===== config.mk =====
export PLATFORM = sky130hd
export DESIGN_NAME = nand_host
export DESIGN_NICKNAME = d
export VERILOG_FILES = /design/src/nand_host_pkg.sv /design/src/nand_host.sv
export SDC_FILE = /design/constraint.sdc
export NUM_CORES = 1
export LEC_CHECK = 0
export BUFFER_PORTS_ARGS = -buffer_cell sky130_fd_sc_hd__buf_2
export CORE_MARGIN = 5
export CORE_UTILIZATION = 40
export DETAILED_ROUTE_END_ITERATION = 7
export PLACE_DENSITY = 0.67
export SKIP_LAST_GASP = 1
export SYNTH_ARGS = -nofsm -noshare
export SYNTH_HDL_FRONTEND = slang
export SYNTH_SLANG_ARGS = --single-unit

===== constraint.sdc =====
create_clock -name clock -period 3.7 [get_ports clock]
set_input_delay 0.74 -clock clock [delete_from_list [all_inputs] [get_ports clock]]
set_output_delay 0.74 -clock clock [all_outputs]
set_load 0.005 [all_outputs]

===== src/nand_host_pkg.sv =====
// Constants, opcodes and types shared by the NAND host controller
package nand_host_pkg;
  // Clock and pin timing
  localparam int CLK_MHZ = 125;
  localparam int T_WSTROBE_NS = 16;
  localparam int T_RSTROBE_NS = 48;
  localparam int T_HOLD_NS = 16;
  localparam int T_BUSY_START_NS = 100;
  localparam int WSTROBE_CYC = (T_WSTROBE_NS * CLK_MHZ + 999) / 1000;
  localparam int RSTROBE_CYC = (T_RSTROBE_NS * CLK_MHZ + 999) / 1000;
  localparam int HOLD_CYC = (T_HOLD_NS * CLK_MHZ + 999) / 1000;
  localparam int BUSY_START_CYC = (T_BUSY_START_NS * CLK_MHZ + 999) / 1000;
  localparam int CNT_W = 4;
  // Page geometry
  localparam logic [11:0] PAGE_BYTES = 12'h840;
  localparam int PAGE_BITS = 6;
  localparam logic [2:0] MAX_PARTIAL = 3'h4;
  // Flash command codes
  localparam logic [7:0] CMD_READ_SETUP = 8'h00;
  localparam logic [7:0] CMD_READ_CONFIRM = 8'h30;
  localparam logic [7:0] CMD_COL_JUMP = 8'h05;
  localparam logic [7:0] CMD_COL_JUMP_CONFIRM = 8'hE0;
  localparam logic [7:0] CMD_CACHE_NEXT = 8'h31;
  localparam logic [7:0] CMD_CACHE_LAST = 8'h3F;
  localparam logic [7:0] CMD_PROG_LOAD = 8'h80;
  localparam logic [7:0] CMD_DATA_JUMP = 8'h85;
  localparam logic [7:0] CMD_PROG_CONFIRM = 8'h10;
  localparam logic [7:0] CMD_STATUS = 8'h70;
  // Operations that software requests through the control register
  localparam logic [3:0] OP_READ = 4'h1;
  localparam logic [3:0] OP_COL_OUT = 4'h2;
  localparam logic [3:0] OP_CACHE_NEXT = 4'h3;
  localparam logic [3:0] OP_CACHE_LAST = 4'h4;
  localparam logic [3:0] OP_CACHE_RAND = 4'h5;
  localparam logic [3:0] OP_PROG_LOAD = 4'h6;
  localparam logic [3:0] OP_DATA_JUMP = 4'h7;
  localparam logic [3:0] OP_PROG_CONFIRM = 4'h8;
  localparam logic [3:0] OP_STATUS = 4'h9;
  localparam logic [3:0] OP_RESUME = 4'hA;
  localparam logic [3:0] OP_RD_BYTE = 4'hB;
  localparam logic [3:0] OP_WR_BYTE = 4'hC;
  // Register offsets and fields
  localparam logic [7:0] OFF_CTRL = 8'h00;
  localparam logic [7:0] OFF_COL = 8'h04;
  localparam logic [7:0] OFF_ROW = 8'h08;
  localparam logic [7:0] OFF_CFG = 8'h0C;
  localparam logic [7:0] OFF_STATUS = 8'h10;
  localparam int CTRL_BYTE_LSB = 8;
  localparam int CFG_WP_RELEASE = 0;
  localparam int CFG_PROTECT = 1;
  localparam logic [1:0] CFG_RESET = 2'h0;
  localparam int STAT_REFUSED = 2;
  localparam int PROGRAM_FAIL_BIT = 0;
  localparam int ARRAY_IDLE_BIT = 5;
  localparam int CACHE_READY_BIT = 6;
  localparam logic [1:0] RESP_OKAY = 2'h0;
  localparam logic [1:0] RESP_SLVERR = 2'h2;

  typedef enum logic [2:0] {
    S_IDLE = 3'h0,
    S_SETUP = 3'h1,
    S_STROBE = 3'h3,
    S_HOLD = 3'h2,
    S_WAIT = 3'h6
  } seq_state_type;

  typedef enum logic [2:0] {
    K_END = 3'h0,
    K_CMD = 3'h1,
    K_ADDR = 3'h2,
    K_WDAT = 3'h3,
    K_RDAT = 3'h4,
    K_WAIT = 3'h5
  } step_kind_type;

  typedef struct packed {
    step_kind_type kind;
    logic [7:0] val;
  } step_type;
endpackage : nand_host_pkg


===== src/nand_host.sv =====
// NAND flash host controller: AXI4-Lite registers to flash strobe sequences
//
// Contract
// Ready pin low means busy; wait high
// Protect pin high at power-on protects array
// Protect pin low disables block protection
// Page holds 2048 main plus 64 spare
// Full address is four address cycles
// Column bytes first, upper nibble low, rows
// Read: 00h, address, 30h, wait ready
// Device column advances each read strobe
// Short read cycles need extended data capture
// Column jump: 05h, two columns, E0h
// Chip select ignored during busy latency
// Cache next: 31h, page from column zero
// Sequential cache read crosses block boundaries
// Status bits 6 and 5 show cache, array
// After status polling send 00h to resume
// Last cache page uses 3Fh instead
// Random cache: 00h, address, 31h, column ignored
// Program: 80h, address, data, 10h
// 85h with new column redirects data loading
// Program pages of block in ascending order
// At most four partial programs per page
// Program result in status bit 0
// During program only status, reset accepted
//
// Implementation choices: the AXI4-Lite register port and the address map.
module nand_host
  import nand_host_pkg::*;
(
  input wire logic clock,
  input wire logic srst,
  input wire logic [7:0] awaddr,
  input wire logic awvalid,
  output logic awready,
  input wire logic [31:0] wdata,
  input wire logic [3:0] wstrb,
  input wire logic wvalid,
  output logic wready,
  output logic [1:0] bresp,
  output logic bvalid,
  input wire logic bready,
  input wire logic [7:0] araddr,
  input wire logic arvalid,
  output logic arready,
  output logic [31:0] rdata,
  output logic [1:0] rresp,
  output logic rvalid,
  input wire logic rready,
  output logic cle,
  output logic ale,
  output logic ce_n,
  output logic we_n,
  output logic read_strobe_n,
  output logic wp_n,
  output logic powerup_protect_pin,
  output logic [7:0] io_out,
  output logic io_oe_n,
  input wire logic [7:0] io_in,
  input wire logic rb_in
);
  localparam logic [CNT_W-1:0] W_LAST = CNT_W'(WSTROBE_CYC - 1);
  localparam logic [CNT_W-1:0] R_LAST = CNT_W'(RSTROBE_CYC - 1);
  localparam logic [CNT_W-1:0] H_LAST = CNT_W'(HOLD_CYC - 1);
  localparam logic [CNT_W-1:0] B_LAST = CNT_W'(BUSY_START_CYC - 1);

  logic aw_got_r, aw_got_nxt, w_got_r, w_got_nxt, bvalid_r, bvalid_nxt, rvalid_r, rvalid_nxt;
  logic [7:0] aw_addr_r, aw_addr_nxt;
  logic [31:0] w_data_r, w_data_nxt, rdata_r, rdata_nxt;
  logic [3:0] w_strb_r, w_strb_nxt;
  logic [1:0] bresp_r, bresp_nxt, rresp_r, rresp_nxt;
  logic wr_commit;
  seq_state_type state_r, state_nxt;
  logic [3:0] op_r, op_nxt, idx_r, idx_nxt;
  logic [CNT_W-1:0] cnt_r, cnt_nxt;
  logic cle_r, cle_nxt, ale_r, ale_nxt, ce_n_r, ce_n_nxt, we_n_r, we_n_nxt;
  logic re_n_r, re_n_nxt, oe_n_r, oe_n_nxt, fail_r, fail_nxt, refused_r, refused_nxt;
  logic [7:0] io_out_r, io_out_nxt, rd_byte_r, rd_byte_nxt, wbyte_r, wbyte_nxt;
  logic [11:0] col_r, col_nxt;
  logic [15:0] row_r, row_nxt, last_row_r, last_row_nxt;
  logic [1:0] cfg_r, cfg_nxt;
  logic [2:0] prog_cnt_r, prog_cnt_nxt;
  logic prog_seen_r, prog_seen_nxt;
  logic rb_s1, rb_s2;
  logic [7:0] io_s1, io_s2;
  step_type cur_step;

  function automatic logic known_off(input logic [7:0] a);
    return a == OFF_CTRL || a == OFF_COL || a == OFF_ROW || a == OFF_CFG || a == OFF_STATUS;
  endfunction : known_off

  function automatic logic [31:0] merge(input logic [31:0] old, input logic [31:0] nw,
                                        input logic [3:0] strb);
    logic [31:0] m;
    m = old;
    for (int i = 0; i < 4; i++) begin
      if (strb[i]) begin
        m[i*8 +: 8] = nw[i*8 +: 8];
      end
    end
    return m;
  endfunction : merge

  function automatic step_type mk(input step_kind_type k, input logic [7:0] v);
    step_type s;
    s.kind = k;
    s.val = v;
    return s;
  endfunction : mk

  // Step list for each operation; an address step carries the byte index
  function automatic step_type step_of(input logic [3:0] op, input logic [3:0] idx);
    step_type s;
    s = mk(K_END, 8'h00);
    case (op)
      // read page with four address cycles
      // read setup, confirm, then wait ready
      OP_READ, OP_CACHE_RAND: begin
        if (idx == 4'h0) s = mk(K_CMD, CMD_READ_SETUP);
        else if (idx < 4'h5) s = mk(K_ADDR, 8'(idx - 4'h1));
        // random cache page closes with cache-next
        else if (idx == 4'h5) s = mk(K_CMD, (op == OP_READ) ? CMD_READ_CONFIRM : CMD_CACHE_NEXT);
        else if (idx == 4'h6) s = mk(K_WAIT, 8'h00);
      end
      // column jump carries only two column cycles
      OP_COL_OUT: begin
        if (idx == 4'h0) s = mk(K_CMD, CMD_COL_JUMP);
        else if (idx < 4'h3) s = mk(K_ADDR, 8'(idx - 4'h1));
        else if (idx == 4'h3) s = mk(K_CMD, CMD_COL_JUMP_CONFIRM);
      end
      // next cache page needs no address
      // last page swaps in the cache-last code
      OP_CACHE_NEXT, OP_CACHE_LAST: begin
        if (idx == 4'h0) s = mk(K_CMD, (op == OP_CACHE_NEXT) ? CMD_CACHE_NEXT : CMD_CACHE_LAST);
        else if (idx == 4'h1) s = mk(K_WAIT, 8'h00);
      end
      // program load opens with address cycles
      OP_PROG_LOAD: begin
        if (idx == 4'h0) s = mk(K_CMD, CMD_PROG_LOAD);
        else if (idx < 4'h5) s = mk(K_ADDR, 8'(idx - 4'h1));
      end
      // random data input redirects the load column
      OP_DATA_JUMP: begin
        if (idx == 4'h0) s = mk(K_CMD, CMD_DATA_JUMP);
        else if (idx < 4'h3) s = mk(K_ADDR, 8'(idx - 4'h1));
      end
      // only status follows confirm, issued once the wait sees ready
      OP_PROG_CONFIRM: begin
        if (idx == 4'h0) s = mk(K_CMD, CMD_PROG_CONFIRM);
        else if (idx == 4'h1) s = mk(K_WAIT, 8'h00);
        else if (idx == 4'h2) s = mk(K_CMD, CMD_STATUS);
        else if (idx == 4'h3) s = mk(K_RDAT, 8'h00);
      end
      OP_STATUS: begin
        if (idx == 4'h0) s = mk(K_CMD, CMD_STATUS);
        else if (idx == 4'h1) s = mk(K_RDAT, 8'h00);
      end
      // read setup alone leaves status output
      OP_RESUME: begin
        if (idx == 4'h0) s = mk(K_CMD, CMD_READ_SETUP);
      end
      OP_RD_BYTE: begin
        if (idx == 4'h0) s = mk(K_RDAT, 8'h00);
      end
      OP_WR_BYTE: begin
        if (idx == 4'h0) s = mk(K_WDAT, 8'h00);
      end
      default: s = mk(K_END, 8'h00);
    endcase
    return s;
  endfunction : step_of

  // byte order of the address cycles
  function automatic logic [7:0] addr_byte(input logic [1:0] sel, input logic [11:0] col,
                                           input logic [15:0] row);
    case (sel)
      2'h0: return col[7:0];
      2'h1: return {4'h0, col[11:8]};
      2'h2: return row[7:0];
      default: return row[15:8];
    endcase
  endfunction : addr_byte

  assign awready = !aw_got_r && !bvalid_r;
  assign wready = !w_got_r && !bvalid_r;
  assign arready = !rvalid_r;
  assign bvalid = bvalid_r;
  assign bresp = bresp_r;
  assign rvalid = rvalid_r;
  assign rdata = rdata_r;
  assign rresp = rresp_r;
  assign wr_commit = aw_got_r && w_got_r;
  assign cur_step = step_of(op_r, idx_r);

  always_comb begin
    aw_got_nxt = aw_got_r;
    aw_addr_nxt = aw_addr_r;
    w_got_nxt = w_got_r;
    w_data_nxt = w_data_r;
    w_strb_nxt = w_strb_r;
    bvalid_nxt = bvalid_r;
    bresp_nxt = bresp_r;
    rvalid_nxt = rvalid_r;
    rdata_nxt = rdata_r;
    rresp_nxt = rresp_r;
    if (awvalid && awready) begin
      aw_got_nxt = 1'b1;
      aw_addr_nxt = awaddr;
    end
    if (wvalid && wready) begin
      w_got_nxt = 1'b1;
      w_data_nxt = wdata;
      w_strb_nxt = wstrb;
    end
    if (wr_commit) begin
      aw_got_nxt = 1'b0;
      w_got_nxt = 1'b0;
      bvalid_nxt = 1'b1;
      bresp_nxt = known_off(aw_addr_r) ? RESP_OKAY : RESP_SLVERR;
    end
    if (bvalid_r && bready) begin
      bvalid_nxt = 1'b0;
    end
    if (rvalid_r && rready) begin
      rvalid_nxt = 1'b0;
    end
    if (arvalid && arready) begin
      rvalid_nxt = 1'b1;
      rresp_nxt = known_off(araddr) ? RESP_OKAY : RESP_SLVERR;
      case (araddr)
        OFF_CTRL: rdata_nxt = {16'h0000, wbyte_r, 4'h0, op_r};
        OFF_COL: rdata_nxt = {20'h00000, col_r};
        OFF_ROW: rdata_nxt = {16'h0000, row_r};
        OFF_CFG: rdata_nxt = {30'h00000000, cfg_r};
        // cache-ready and array-idle copied from the last byte read
        OFF_STATUS: rdata_nxt = {13'h0000, prog_cnt_r, rd_byte_r, 2'h0,
                                 rd_byte_r[ARRAY_IDLE_BIT], rd_byte_r[CACHE_READY_BIT],
                                 fail_r, refused_r, rb_s2, state_r != S_IDLE};
        default: rdata_nxt = 32'h00000000;
      endcase
    end
  end

  always_ff @(posedge clock) begin
    if (srst) begin
      aw_got_r <= 1'b0;
      aw_addr_r <= 8'h00;
      w_got_r <= 1'b0;
      w_data_r <= 32'h00000000;
      w_strb_r <= 4'h0;
      bvalid_r <= 1'b0;
      bresp_r <= RESP_OKAY;
      rvalid_r <= 1'b0;
      rdata_r <= 32'h00000000;
      rresp_r <= RESP_OKAY;
    end else begin
      aw_got_r <= aw_got_nxt;
      aw_addr_r <= aw_addr_nxt;
      w_got_r <= w_got_nxt;
      w_data_r <= w_data_nxt;
      w_strb_r <= w_strb_nxt;
      bvalid_r <= bvalid_nxt;
      bresp_r <= bresp_nxt;
      rvalid_r <= rvalid_nxt;
      rdata_r <= rdata_nxt;
      rresp_r <= rresp_nxt;
    end
  end

  always_comb begin
    logic [31:0] m;
    logic [3:0] req;
    logic ok, start, set_refused, clr_refused;
    step_type ns;
    m = 32'h00000000;
    req = w_data_r[3:0];
    ok = 1'b0;
    start = 1'b0;
    set_refused = 1'b0;
    clr_refused = 1'b0;
    ns = mk(K_END, 8'h00);
    state_nxt = state_r;
    {op_nxt, idx_nxt, cnt_nxt} = {op_r, idx_r, cnt_r};
    {cle_nxt, ale_nxt, ce_n_nxt, we_n_nxt, re_n_nxt, oe_n_nxt} =
      {cle_r, ale_r, ce_n_r, we_n_r, re_n_r, oe_n_r};
    {io_out_nxt, rd_byte_nxt, wbyte_nxt, fail_nxt} = {io_out_r, rd_byte_r, wbyte_r, fail_r};
    {col_nxt, row_nxt, cfg_nxt} = {col_r, row_r, cfg_r};
    {last_row_nxt, prog_cnt_nxt, prog_seen_nxt} = {last_row_r, prog_cnt_r, prog_seen_r};
    if (wr_commit) begin
      m = merge(32'h00000000, w_data_r, w_strb_r);
      case (aw_addr_r)
        OFF_COL: col_nxt = 12'(merge({20'h00000, col_r}, w_data_r, w_strb_r));
        OFF_ROW: row_nxt = 16'(merge({16'h0000, row_r}, w_data_r, w_strb_r));
        OFF_CFG: cfg_nxt = 2'(merge({30'h00000000, cfg_r}, w_data_r, w_strb_r));
        OFF_STATUS: clr_refused = m[STAT_REFUSED];
        OFF_CTRL: begin
          ok = req >= OP_READ && req <= OP_WR_BYTE;
          // a column beyond the spare area is refused
          if ((req == OP_READ || req == OP_COL_OUT || req == OP_PROG_LOAD ||
               req == OP_DATA_JUMP) && col_r >= PAGE_BYTES) ok = 1'b0;
          // a lower page of the same block is refused
          if (req == OP_PROG_LOAD && prog_seen_r &&
              row_r[15:PAGE_BITS] == last_row_r[15:PAGE_BITS] &&
              row_r[PAGE_BITS-1:0] < last_row_r[PAGE_BITS-1:0]) ok = 1'b0;
          // a fifth partial program of one page is refused
          if (req == OP_PROG_LOAD && prog_seen_r && row_r == last_row_r &&
              prog_cnt_r == MAX_PARTIAL) ok = 1'b0;
          // nothing new starts while a sequence or program runs
          if (state_r != S_IDLE || !w_strb_r[0]) ok = 1'b0;
          start = ok;
          set_refused = !ok;
        end
        default: ;
      endcase
    end
    // Set wins over a clear landing in the same cycle
    refused_nxt = set_refused || (refused_r && !clr_refused);
    case (state_r)
      S_IDLE: begin
        if (start) begin
          op_nxt = req;
          idx_nxt = 4'h0;
          wbyte_nxt = w_data_r[CTRL_BYTE_LSB +: 8];
          state_nxt = S_SETUP;
          if (req == OP_PROG_LOAD) begin
            prog_cnt_nxt = (prog_seen_r && row_r == last_row_r) ? prog_cnt_r + 3'h1 : 3'h1;
            last_row_nxt = row_r;
            prog_seen_nxt = 1'b1;
          end
        end
      end
      S_SETUP: begin
        case (cur_step.kind)
          K_END: state_nxt = S_IDLE;
          K_WAIT: begin
            state_nxt = S_WAIT;
            cnt_nxt = B_LAST;
          end
          K_RDAT: begin
            state_nxt = S_STROBE;
            re_n_nxt = 1'b0;
            cnt_nxt = R_LAST;
          end
          default: begin
            state_nxt = S_STROBE;
            we_n_nxt = 1'b0;
            cnt_nxt = W_LAST;
          end
        endcase
      end
      S_STROBE: begin
        if (cnt_r == '0) begin
          we_n_nxt = 1'b1;
          re_n_nxt = 1'b1;
          state_nxt = S_HOLD;
          cnt_nxt = H_LAST;
          // slow cycles let the byte be taken before the strobe rises
          if (!re_n_r) begin
            rd_byte_nxt = io_s2;
            // status byte after program holds the fail flag
            if (op_r == OP_PROG_CONFIRM) fail_nxt = io_s2[PROGRAM_FAIL_BIT];
          end
        end else begin
          cnt_nxt = cnt_r - 1'b1;
        end
      end
      S_HOLD: begin
        if (cnt_r == '0) begin
          idx_nxt = idx_r + 4'h1;
          state_nxt = S_SETUP;
        end else begin
          cnt_nxt = cnt_r - 1'b1;
        end
      end
      S_WAIT: begin
        // busy ends once the synchronised ready pin is high
        if (cnt_r != '0) begin
          cnt_nxt = cnt_r - 1'b1;
        end else if (rb_s2) begin
          idx_nxt = idx_r + 4'h1;
          state_nxt = S_SETUP;
        end
      end
      default: state_nxt = S_IDLE;
    endcase
    // Pins for the coming step settle one cycle before its strobe
    if (state_nxt == S_SETUP && state_r != S_SETUP) begin
      ns = step_of(op_nxt, idx_nxt);
      cle_nxt = ns.kind == K_CMD;
      ale_nxt = ns.kind == K_ADDR;
      oe_n_nxt = !(ns.kind == K_CMD || ns.kind == K_ADDR || ns.kind == K_WDAT);
      // select released while the flash is busy
      ce_n_nxt = ns.kind == K_WAIT || ns.kind == K_END;
      if (ns.kind == K_CMD) io_out_nxt = ns.val;
      else if (ns.kind == K_ADDR) io_out_nxt = addr_byte(ns.val[1:0], col_r, row_r);
      else if (ns.kind == K_WDAT) io_out_nxt = wbyte_nxt;
    end else if (state_nxt == S_IDLE) begin
      {cle_nxt, ale_nxt, ce_n_nxt, oe_n_nxt} = 4'h3;
    end
  end

  always_ff @(posedge clock) begin
    if (srst) begin
      state_r <= S_IDLE;
      {op_r, idx_r, cnt_r} <= '0;
      {cle_r, ale_r, ce_n_r, we_n_r, re_n_r, oe_n_r} <= 6'h0F;
      {io_out_r, rd_byte_r, wbyte_r} <= '0;
      {fail_r, refused_r, prog_seen_r} <= 3'h0;
      {col_r, row_r, last_row_r, prog_cnt_r} <= '0;
      cfg_r <= CFG_RESET;
    end else begin
      state_r <= state_nxt;
      {op_r, idx_r, cnt_r} <= {op_nxt, idx_nxt, cnt_nxt};
      {cle_r, ale_r, ce_n_r, we_n_r, re_n_r, oe_n_r} <=
        {cle_nxt, ale_nxt, ce_n_nxt, we_n_nxt, re_n_nxt, oe_n_nxt};
      {io_out_r, rd_byte_r, wbyte_r} <= {io_out_nxt, rd_byte_nxt, wbyte_nxt};
      {fail_r, refused_r, prog_seen_r} <= {fail_nxt, refused_nxt, prog_seen_nxt};
      {col_r, row_r, last_row_r, prog_cnt_r} <= {col_nxt, row_nxt, last_row_nxt, prog_cnt_nxt};
      cfg_r <= cfg_nxt;
    end
  end

  // Pin inputs cross into the clock domain through two flops
  always_ff @(posedge clock) begin
    rb_s1 <= rb_in;
    rb_s2 <= rb_s1;
    io_s1 <= io_in;
    io_s2 <= io_s1;
  end

  assign {cle, ale, ce_n, we_n, read_strobe_n, io_oe_n, io_out} =
    {cle_r, ale_r, ce_n_r, we_n_r, re_n_r, oe_n_r, io_out_r};
  assign wp_n = cfg_r[CFG_WP_RELEASE];
  // low out of reset keeps block protection off
  // software drives it high to protect before power-on
  assign powerup_protect_pin = cfg_r[CFG_PROTECT];
endmodule : nand_host


==> metrics.md, run 1 <==
| Metric | Value |
|---|---|
| Relative slew slack | `0.267` |
| Asr flop ratio synth | `0` |
| Hold Crit Class | `flip-flop to flip-flop` |
| Min Tclk post-route | `around 3600 ps` |
| Post-synth EDFFs | `0` |
| RSZ-0062 raised after global routing | `false` |
| Drt total wl | `26,400 µm` |
| CP most frequent cell | `buf_4` |
| Fmax | `~280 MHz` |
| Peak supply drop | `between 0.2 and 0.25 mV` |
| Die H | `~160 µm` |
| Status | `finished clean` |
| Largest net degree at the start of global routing | `around 130` |
| R2r setup slk | `roughly 81 ps` |
| IO Count | `~130` |
| Commonest non-fill, non-tap cell in the layout | `dfxtp_1` |
| N_diodes | `0` |
| Drt first pass iters | `6` |
| Yosys warns | `0` |
| Grt ovf | `0` |
| Synth cell types | `between 90 and 100` |
| Multi-input gate area | `0.00496 mm²` |
| Hold Violations, Final | `0` |
| Clk_lat worst skew | `approximately 440 ps` |
| Non-Filler Instances | `around 1,500` |
| Sequential element share of the synthesized area | `0.385` |
| Register area | `around 0.0033 mm²` |
| Switching power | `about 1000 µW` |
| Most frequent cells in the layout | `dfxtp_1 (164), nand2_1 (153), nor2_1 (138)` |
| PortBufs | `91` |
| Reg2Reg Launch Point | `state_r[2]$_SDFF_PP0_` |
| Reg clk slew, reported paths | `about 70 ps` |
| Stages on the worst setup path | `14` |
| Die X | `~160 µm` |
| Syn Inst Count | `~1,100` |
| Root Buffer | `clkbuf_16` |
| Gpl congestion | `~0.96` |
| Initial Util | `0.408` |
| CP max-delay cell | `a311o_4` |
| Worst path max stage delay | `between 400 and 500 ps` |
| Critical path buffer and inverter count | `3` |
| Via count | `8,228` |
| DR WL/cell | `about 18 µm` |
| PwrDens | `between 300 and 400 mW/mm²` |
| Sw frac | `0.263` |
| WS Path Type | `flip-flop to flip-flop` |
| Worst Slack Setup Final | `between 80 and 90 ps` |
| # hold bufs at CTS | `0` |
| Final-layout fill cell count | `slightly above 2,000` |
| CP delay by family, top | `compound AO/OA/AOI/OAI gates` |
| Remaining antenna violation count | `0` |
| Initial antenna violation count | `2` |
| Yosys reg bits | `between 150 and 200` |
| Ys flop type | `dfxtp_1` |
| Final #Nets | `1,267` |
| Worst Skew | `about 13 ps` |
| Layout cells sized above 1 | `0.217` |
| Critical Path Sink | `io_out[2]$_SDFFE_PP0P_` |
| Residual DRC count | `0` |
| Cell breakdown of the critical path | `nor3_4, o2111ai_2, a311o_4, a21o_4, buf_4, a31oi_4, a211o_1, buf_4, or3b_1, o211ai_1, o21ai_0, a211oi_1, buf_4, nor4b_2` |
| DP Cell Count | `about 1,400` |
| Pre-CTS setup slack | `-25.4 ps` |
| Crit. Startpoint | `state_r[2]$_SDFF_PP0_` |
| Hold Slack | `approximately 330 ps` |
| Leakage | `a little over 0.004 µW` |
| Syn avg cell area | `slightly above 8 µm²` |
| Die area | `0.0246 mm²` |
| Vias/cell | `~5.6` |
| Max layer used | `met5` |
| Met3 routed WL | `around 1600 µm` |
| Maxcap violations | `0` |
| Period Utilization, post-route | `0.978` |
| First-pass GRT wire length | `41,300 µm` |
| Final Setup Violations | `0` |
| Initial DRC count | `642` |
| Worst slew pin tran | `~1100 ps` |
| Hpwl dp | `~20,000 µm` |
| R2r worst-path depth | `14` |
| CP Max Fanout | `8` |
| Core Box Area | `0.0212 mm²` |
| Worst endpoint required time | `roughly 4000 ps` |
| Final Max Tran Viols | `0` |
| Mapped cell area | `between 0.008 and 0.009 mm²` |
| Site Rows | `53` |
| CTS Buffer Depth | `2` |
| Worst Path Arrival | `~3900 ps` |
| Vias in the first global route | `7,743` |
| Power Internal | `between 2000 and 3000 µW` |
| Clock buffer count from CTS | `17` |
| CTS tree | `built` |
| Sequential Power Share | `0.489` |
| Gate power share | `0.050` |
| Layout area overhead | `20.4%` |
| Clock Sinks | `166` |
| Critical R2R Capture | `io_out[2]$_SDFFE_PP0P_` |
| Clk pwr share | `0.460` |
| Met2 wire length | `12,900 µm` |
| CP Capture Type | `flip-flop` |
| WL met1 | `11,000 µm` |
| GRT Total Usage | `0.212` |
| CP Launch Type | `flip-flop` |
| Max H-tree Level | `4` |
kinds of logic (layout without fill, tap and decap cells):
group           count (synthesis)  count (layout)  synth area share
fa+ha+maj                      14              14            0.0203
mux                            65              65            0.0762
flops                         166             166             0.385
other cells                     1              15          0.000434
buf+inv                       103             225            0.0578
compound gates                246             246             0.190
xor+xnor                       22              22            0.0223
simple gates                  445             445             0.248
layout make-up:
| class | instances | area share |
|---|---|---|
| multi-input combinational | 807 | 0.477 |
| sequential | 166 | 0.320 |
| timing repair buffer | 168 | 0.105 |
| clock buffer | 17 | 0.0409 |
| tap | 275 | 0.0331 |
| clock inverter | 15 | 0.0153 |
| inverter | 25 | 0.00902 |
stage by stage:
step	power [µW]	setup TNS [ps]	cell area, µm²	utilization
2_1_floorplan	2010	0	8690	-
3_3_place_gp	2080	-40.2	9700	0.458
3_5_place_dp	2080	-25.4	9700	0.458
4_1_cts	3820	0	10300	0.487
5_1_grt	3920	0	10400	0.492
6_report	3790	0	10400	0.492
power groups by stage:
stage	registers (µW)	logic, µW	clock network [µW]
6_report	1850	191	1750
5_1_grt	1860	213	1850
4_1_cts	1850	191	1770
3_5_place_dp	1900	189	0
3_3_place_gp	1890	187	0
2_1_floorplan	1880	128	0
layer usage:
layer,track usage,vias up
li1,-,3966
met1,0.268,3892
met2,0.362,287
met3,0.0415,79
met4,0.0760,4
met5,0,-
sequential cells by signal, summed over array words and instances, names as in the netlist, 2 cells and up:
| register | count |
|---|---|
| w_data_r | 16 |
| row_r | 16 |
| state_r | 3 |
| cnt_r | 4 |
| io_s2 | 8 |
| idx_r | 4 |
| last_row_r | 16 |
| col_r | 12 |
| w_strb_r | 2 |
| wbyte_r | 8 |
| aw_addr_r | 8 |
| op_r | 4 |
| rdata | 19 |
| cfg_r | 2 |
| prog_cnt_r | 3 |
| rd_byte_r | 8 |
| io_out | 8 |
| io_s1 | 8 |
worst min-delay path by stage:
| stage | cells after the start | start | slack (ps) | endpoint |
|---|---|---|---|---|
| global placement | 0 | io_s1[2]$_DFF_P_ | 310 | io_s2[2]$_DFF_P_ |
| finish | 0 | io_s1[5]$_DFF_P_ | 330 | io_s2[5]$_DFF_P_ |
| CTS | 0 | rb_s1$_DFF_P_ | 330 | rb_s2$_DFF_P_ |
| detailed placement | 0 | io_s1[5]$_DFF_P_ | 310 | io_s2[5]$_DFF_P_ |
| floorplan | 0 | io_s1[0]$_DFF_P_ | 310 | io_s2[0]$_DFF_P_ |
| global route | 0 | io_s1[3]$_DFF_P_ | 330 | io_s2[3]$_DFF_P_ |
Yosys cell counts (all sizes together), types with 8 or more instances:
master,count,area share
nor2,141,0.062
a31oi,13,0.010
clkbuf,46,0.020
nor2b,8,0.0058
nor4,9,0.011
a222oi,8,0.0093
nand2b,13,0.0094
ha,14,0.020
mux2i,59,0.068
nor3,25,0.016
dfxtp,166,0.38
nand4,14,0.010
inv,25,0.011
buf,32,0.027
a21oi,112,0.068
a22oi,8,0.0075
a221oi,8,0.0081
nand3,26,0.016
xnor2,17,0.017
o21ai,44,0.027
nand2,154,0.067
what timing repair did:
item / 4_1_cts / 5_1_grt
pin swaps: 2 / 8
buffers inserted: 2 / 1
endpoints found under the setup margin: 1 / 15
cloned: 0 / 0
endpoints found under the hold margin: 0 / 0
gates resized for setup: 4 / 19
(Power assumes the default switching activity.)
==> run 2, diff against run 1 <==
--- a/config.mk
+++ b/config.mk
@@ -9,7 +9,7 @@
 export CORE_MARGIN = 5
 export CORE_UTILIZATION = 40
 export DETAILED_ROUTE_END_ITERATION = 7
-export PLACE_DENSITY = 0.67
+export PLACE_DENSITY = 0.65
 export SKIP_LAST_GASP = 1
 export SYNTH_ARGS = -nofsm -noshare
 export SYNTH_HDL_FRONTEND = slang
==> constraint.sdc (replaced) <==
create_clock -name clock -period 4.6 [get_ports clock]
set_input_delay 0.92 -clock clock [delete_from_list [all_inputs] [get_ports clock]]
set_output_delay 0.92 -clock clock [all_outputs]
set_load 0.005 [all_outputs]
==> run 2 against run 1 <==
Die area is the same. Combinational power shrank 25%. Setup slack gained 480 ps. Core utilization shrank 2.1 points. Largest cell class unchanged. Critical endpoint is now ce_n$_SDFFE_PP1P_. Non-clock buffer count shrank 45. Wire length shrank 2.2%. Maximum frequency shrank 10%. Via count shrank 3.3%. Sequential cell count is the same. Highest routed layer is now met4. Clock skew shrank 1.1 ps.
==> metrics.md, run 2 (synthesis results as in run 1) <==
| Metric | Value |
|---|---|
| Reg2Reg Launch Point | `aw_addr_r[7]$_SDFFE_PP0P_` |
| Clk_lat worst skew | `around 430 ps` |
| Critical R2R Capture | `ce_n$_SDFFE_PP1P_` |
| CP Launch Type | `flip-flop` |
| Critical path buffer and inverter count | `2` |
| Vias in the first global route | `approximately 7,500` |
| Initial antenna violation count | `0` |
| Period Utilization, post-route | `0.878` |
| Hold path start | `io_s1[0]$_DFF_P_` |
| Layout area overhead | `15.2%` |
| Leakage | `between 0.003 and 0.004 µW` |
| Hold Path Stages | `0` |
| Residual DRC count | `0` |
| Die area | `between 0.02 and 0.025 mm²` |
| CP Capture Type | `flip-flop` |
| Final-layout fill cell count | `just over 2,000` |
| Min Tclk post-route | `4040 ps` |
| Via count | `slightly below 8,000` |
| Layout cells sized above 1 | `0.173` |
| N_diodes | `0` |
| Post-CTS Resized | `0` |
| Worst Skew | `about 12 ps` |
| Sequential Power Share | `0.479` |
| PwrDens | `314 mW/mm²` |
| Final Max Tran Viols | `0` |
| Final Setup Violations | `0` |
| Root Buffer | `clkbuf_16` |
| Final #Nets | `about 1,200` |
| Commonest non-fill, non-tap cell in the layout | `dfxtp_1` |
| Final core utilization | `0.470` |
| Fmax | `roughly 250 MHz` |
| Initial DRC count | `789` |
| Gpl congestion | `between 0.9 and 1` |
| Site Rows | `53` |
| Worst endpoint required time | `a little under 5000 ps` |
| Sw frac | `0.246` |
| CP delay by family, top | `compound AO/OA/AOI/OAI gates` |
| WS Path Type | `flip-flop to flip-flop` |
| Initial Util | `0.408` |
| Peak supply drop | `around 0.23 mV` |
| Clock Sinks | `around 170` |
| RSZ-0062 raised after global routing | `false` |
| Worst path max stage delay | `460 ps` |
| Gate power share | `0.046` |
| First-pass GRT wire length | `approximately 41,000 µm` |
| DR WL/cell | `around 18 µm` |
| Cell breakdown of the critical path | `nor3_1, nand4_1, a311o_4, a21o_1, buf_4, buf_4, a22o_1, a22oi_2, o32ai_4, nor2_2, xnor2_1, a21boi_0, o21ai_0` |
| Vias/cell | `between 5 and 6` |
| Grt ovf | `0` |
| Hold Violations, Final | `0` |
| Power Internal | `2350 µW` |
| Largest net degree at the start of global routing | `84` |
| Post-route design area | `just under 0.01 mm²` |
| CP max-delay cell | `a311o_4` |
| Status | `finished clean` |
| CTS tree | `built` |
| Drt total wl | `25,900 µm` |
| Switching power | `767 µW` |
| Core Box Area | `between 0.02 and 0.025 mm²` |
| CP Max Fanout | `13` |
| # hold bufs at CTS | `0` |
| Hpwl dp | `about 19,000 µm` |
| Hold Crit Class | `flip-flop to flip-flop` |
| Die H | `roughly 160 µm` |
| Relative slew slack | `0.272` |
| Die X | `approximately 160 µm` |
| Drt first pass iters | `7` |
| Reg clk slew, reported paths | `70 ps` |
| Remaining antenna violation count | `0` |
| CTS Buffer Depth | `2` |
| Maxcap violations | `0` |
| GRT Total Usage | `0.210` |
| Max H-tree Level | `4` |
| CP most frequent cell | `buf_4` |
| Clock buffer count from CTS | `17` |
| Most frequent cells in the layout | `dfxtp_1 (166), nand2_1 (153), nor2_1 (139)` |
| PortBufs | `91` |
| R2r worst-path depth | `13` |
| Clk pwr share | `0.475` |
| IO Count | `approximately 130` |
| Worst slew pin tran | `roughly 1100 ps` |
| Setup bufs post-CTS | `0` |
| R2r setup slk | `~560 ps` |
| Worst Path Arrival | `4320 ps` |
| Largest register FFs | `19` |
| Worst Hold End | `io_s2[0]$_DFF_P_` |
| TNS Setup | `0 ps` |
| Placed cell area | `0.00934 mm²` |
-- run 2: stage by stage --
stage	setup WS (ps)	total power, µW	hold WS (ps)	instances
final	560	3120	328	1428
after global routing	324	3220	337	1428
after CTS	636	3150	331	1428
after detailed placement	663	1670	314	1396
after global placement	684	1670	312	1396
after floorplan	1060	1620	310	1076
-- run 2: layout make-up --
type	instances	area, µm²	share of cell area
Clock buffer	19	443	0.0445
Clock inverter	13	163	0.0164
Inverter	25	93.8	0.00943
Multi-Input combinational cell	807	4870	0.490
Sequential cell	166	3320	0.334
Tap cell	275	344	0.0346
Timing Repair Buffer	123	711	0.0714
-- run 2: worst max path at each step --
stage          slack (ps)  depth (start not counted)                      start                endpoint
3_5_place_dp          660                         13      state_r[2]$_SDFF_PP0_       ce_n$_SDFFE_PP1P_
4_1_cts               640                         13      state_r[2]$_SDFF_PP0_       ce_n$_SDFFE_PP1P_
6_report              560                         13  aw_addr_r[7]$_SDFFE_PP0P_       ce_n$_SDFFE_PP1P_
5_1_grt               320                         14      cnt_r[0]$_SDFFE_PP0P_  io_out[2]$_SDFFE_PP0P_
3_3_place_gp          680                         13      cnt_r[0]$_SDFFE_PP0P_  io_out[5]$_SDFFE_PP0P_
2_1_floorplan        1060                         15      cnt_r[0]$_SDFFE_PP0P_  io_out[0]$_SDFFE_PP0P_
-- run 2: routing by layer --
| metal | track usage | share of wire | vias up |
|---|---|---|---|
| li1 | - | - | 3882 |
| met1 | 0.273 | 0.43 | 3754 |
| met2 | 0.352 | 0.48 | 277 |
| met3 | 0.0410 | 0.066 | 42 |
| met4 | 0.0649 | 0.025 | 0 |
| met5 | 0 | 0 | - |
-- run 2: power groups by stage --
stage	clock, µW	sequential [µW]	combinational [µW]
2_1_floorplan	0	1510	103
3_3_place_gp	0	1530	143
3_5_place_dp	0	1530	144
4_1_cts	1510	1490	145
5_1_grt	1560	1500	162
6_report	1480	1490	144
==> run 3, diff against run 2 <==
--- a/config.mk
+++ b/config.mk
@@ -10,6 +10,7 @@
 export CORE_UTILIZATION = 40
 export DETAILED_ROUTE_END_ITERATION = 7
 export PLACE_DENSITY = 0.65
+export REMOVE_ABC_BUFFERS = 1
 export SKIP_LAST_GASP = 1
 export SYNTH_ARGS = -nofsm -noshare
 export SYNTH_HDL_FRONTEND = slang
==> run 3 against run 2 <==
Clock skew rose by 3.0 ps. Via count down 1.7%. Critical path depth is the same. Maximum frequency is 1.7% lower. Sequential cell count unchanged. Total power is 0.10% lower. Setup slack got worse by 68 ps. Core utilization is 0.34 points lower. Final cell count is 0.70% lower. Non-clock buffer count down 10. Critical endpoint is now io_out[7]$_SDFFE_PP0P_. Highest routed layer is now met5.
==> metrics.md, run 3 (synthesis results as in run 1) <==
| Metric | Value |
|---|---|
| Status | `finished clean` |
| Vias/cell | `5.51` |
| Power Internal | `2260 µW` |
| Worst Skew | `about 15 ps` |
| Gpl congestion | `a little over 0.9` |
| Sequential Power Share | `0.479` |
| Switching power | `between 800 and 900 µW` |
| Initial Util | `0.408` |
| IO Count | `125` |
| CTS Buffer Depth | `2` |
| Final #Nets | `approximately 1,200` |
| RSZ-0062 raised after global routing | `false` |
| Site Rows | `53` |
| Clock buffer count from CTS | `17` |
| Maxcap violations | `0` |
| PortBufs | `91` |
| Initial antenna violation count | `1` |
| Initial DRC count | `about 850` |
| Leakage | `0.00384 µW` |
| Die area | `approximately 0.025 mm²` |
| Gate power share | `0.047` |
| Setup bufs post-CTS | `0` |
| Worst Path Arrival | `4430 ps` |
| Clk_lat worst skew | `between 400 and 500 ps` |
| Worst slew pin tran | `~1300 ps` |
| Remaining antenna violation count | `0` |
| Min Tclk post-route | `4110 ps` |
| Fmax | `roughly 240 MHz` |
| Hold Crit Class | `flip-flop to flip-flop` |
| Via count | `approximately 7,800` |
| Post-CTS Resized | `0` |
| Vias in the first global route | `between 7,000 and 8,000` |
| Clock Sinks | `about 170` |
| Final Max Tran Viols | `0` |
| Residual DRC count | `0` |
| Die H | `157 µm` |
| DP Cell Count | `about 1,400` |
| Hold Violations, Final | `0` |
| Most frequent cells in the layout | `dfxtp_1 (166), nand2_1 (153), nor2_1 (139)` |
| Root Buffer | `clkbuf_16` |
| Non-Filler Instances | `1,418` |
| Sw frac | `0.274` |
| Drt first pass iters | `6` |
| Core Box Area | `0.0212 mm²` |
| Peak supply drop | `a little under 0.2 mV` |
| N_diodes | `0` |
| Layout area overhead | `14.4%` |
| Hpwl dp | `between 15,000 and 20,000 µm` |
| CTS tree | `built` |
| Commonest non-fill, non-tap cell in the layout | `dfxtp_1` |
| PwrDens | `about 320 mW/mm²` |
| CP Capture Type | `flip-flop` |
| Period Utilization, post-route | `0.893` |
| CP Max Fanout | `18` |
| Worst endpoint required time | `between 4000 and 5000 ps` |
| Relative slew slack | `0.155` |
| Clk pwr share | `0.475` |
| Largest register FFs | `19` |
| TNS Setup | `0 ps` |
| Largest net degree at the start of global routing | `62` |
| Max H-tree Level | `4` |
| CP Launch Type | `flip-flop` |
| First-pass GRT wire length | `approximately 40,000 µm` |
| GRT Total Usage | `0.205` |
| Final Setup Violations | `0` |
| # hold bufs at CTS | `0` |
| Drt total wl | `between 20,000 and 25,000 µm` |
| Reg clk slew, reported paths | `approximately 70 ps` |
| WS Path Type | `flip-flop to flip-flop` |
| DR WL/cell | `17.6 µm` |
| Die X | `157 µm` |
| Grt ovf | `0` |
| Layout cells sized above 1 | `0.167` |
==> run 3: cell count changes in the layout (fill, tap and decap cells not counted), moves of 2 or more <==
cell	change
buf_4	-9
clkinv_8	+6
bufinv_16	-2
clkinv_2	-2
inv_6	+2
==> run 3: area by class of cell <==
| class | count | area (µm²) |
|---|---|---|
| clock inverter | 15 | 196 |
| multi-input combinational | 807 | 4870 |
| clock buffer | 17 | 425 |
| inverter | 25 | 93.8 |
| tap | 275 | 344 |
| sequential | 166 | 3320 |
| timing repair buffer | 113 | 623 |
| fill | 2090 | 11300 |
==> run 3: final timing paths <==
| kind | cells past startpoint | slack, ps | end | startpoint |
|---|---|---|---|---|
| max reg2reg | 13 | 490 | io_out[7]$_SDFFE_PP0P_ | state_r[2]$_SDFF_PP0_ |
| min | 0 | 330 | io_s2[0]$_DFF_P_ | io_s1[0]$_DFF_P_ |
| max | 13 | 490 | io_out[7]$_SDFFE_PP0P_ | state_r[2]$_SDFF_PP0_ |
| min reg2reg | 0 | 330 | io_s2[0]$_DFF_P_ | io_s1[0]$_DFF_P_ |
==> run 3: power by group through the flow <==
stage	registers [µW]	logic, µW	clock network (µW)
6_report	1490	145	1480
3_5_place_dp	1530	147	0
4_1_cts	1490	147	1500
3_3_place_gp	1520	145	0
2_1_floorplan	1520	67.4	0
5_1_grt	1500	165	1570
==> run 3: metal layers <==
metal | routed length (µm) | track usage | vias up
li1 | - | - | 3841
met1 | 11600 | 0.289 | 3674
met2 | 11200 | 0.321 | 264
met3 | 1610 | 0.0401 | 35
met4 | 451 | 0.0579 | 2
met5 | 11 | 0 | -
==> run 3: per-stage QoR <==
step	power, µW	instance area, µm²	setup slack [ps]	hold slack, ps	util
floorplan	1590	8280	621	310	-
global placement	1670	9260	587	312	0.438
detailed placement	1670	9260	588	312	0.438
CTS	3140	9880	572	332	0.467
global route	3230	9880	233	337	0.467
finish	3120	9880	492	331	0.467
==> run 3: critical path: stages, from the launching register on <==
cell       delay (ps)
dfxtp_1           420
nor3_4            370
o2111ai_2         210
a311o_4           470
a21o_1            380
buf_4             310
or3b_1            410
a22oi_2           220
o32ai_4           140
nor2_2            420
a21oi_2           210
buf_4             210
o21ai_0           160
a31oi_1            60
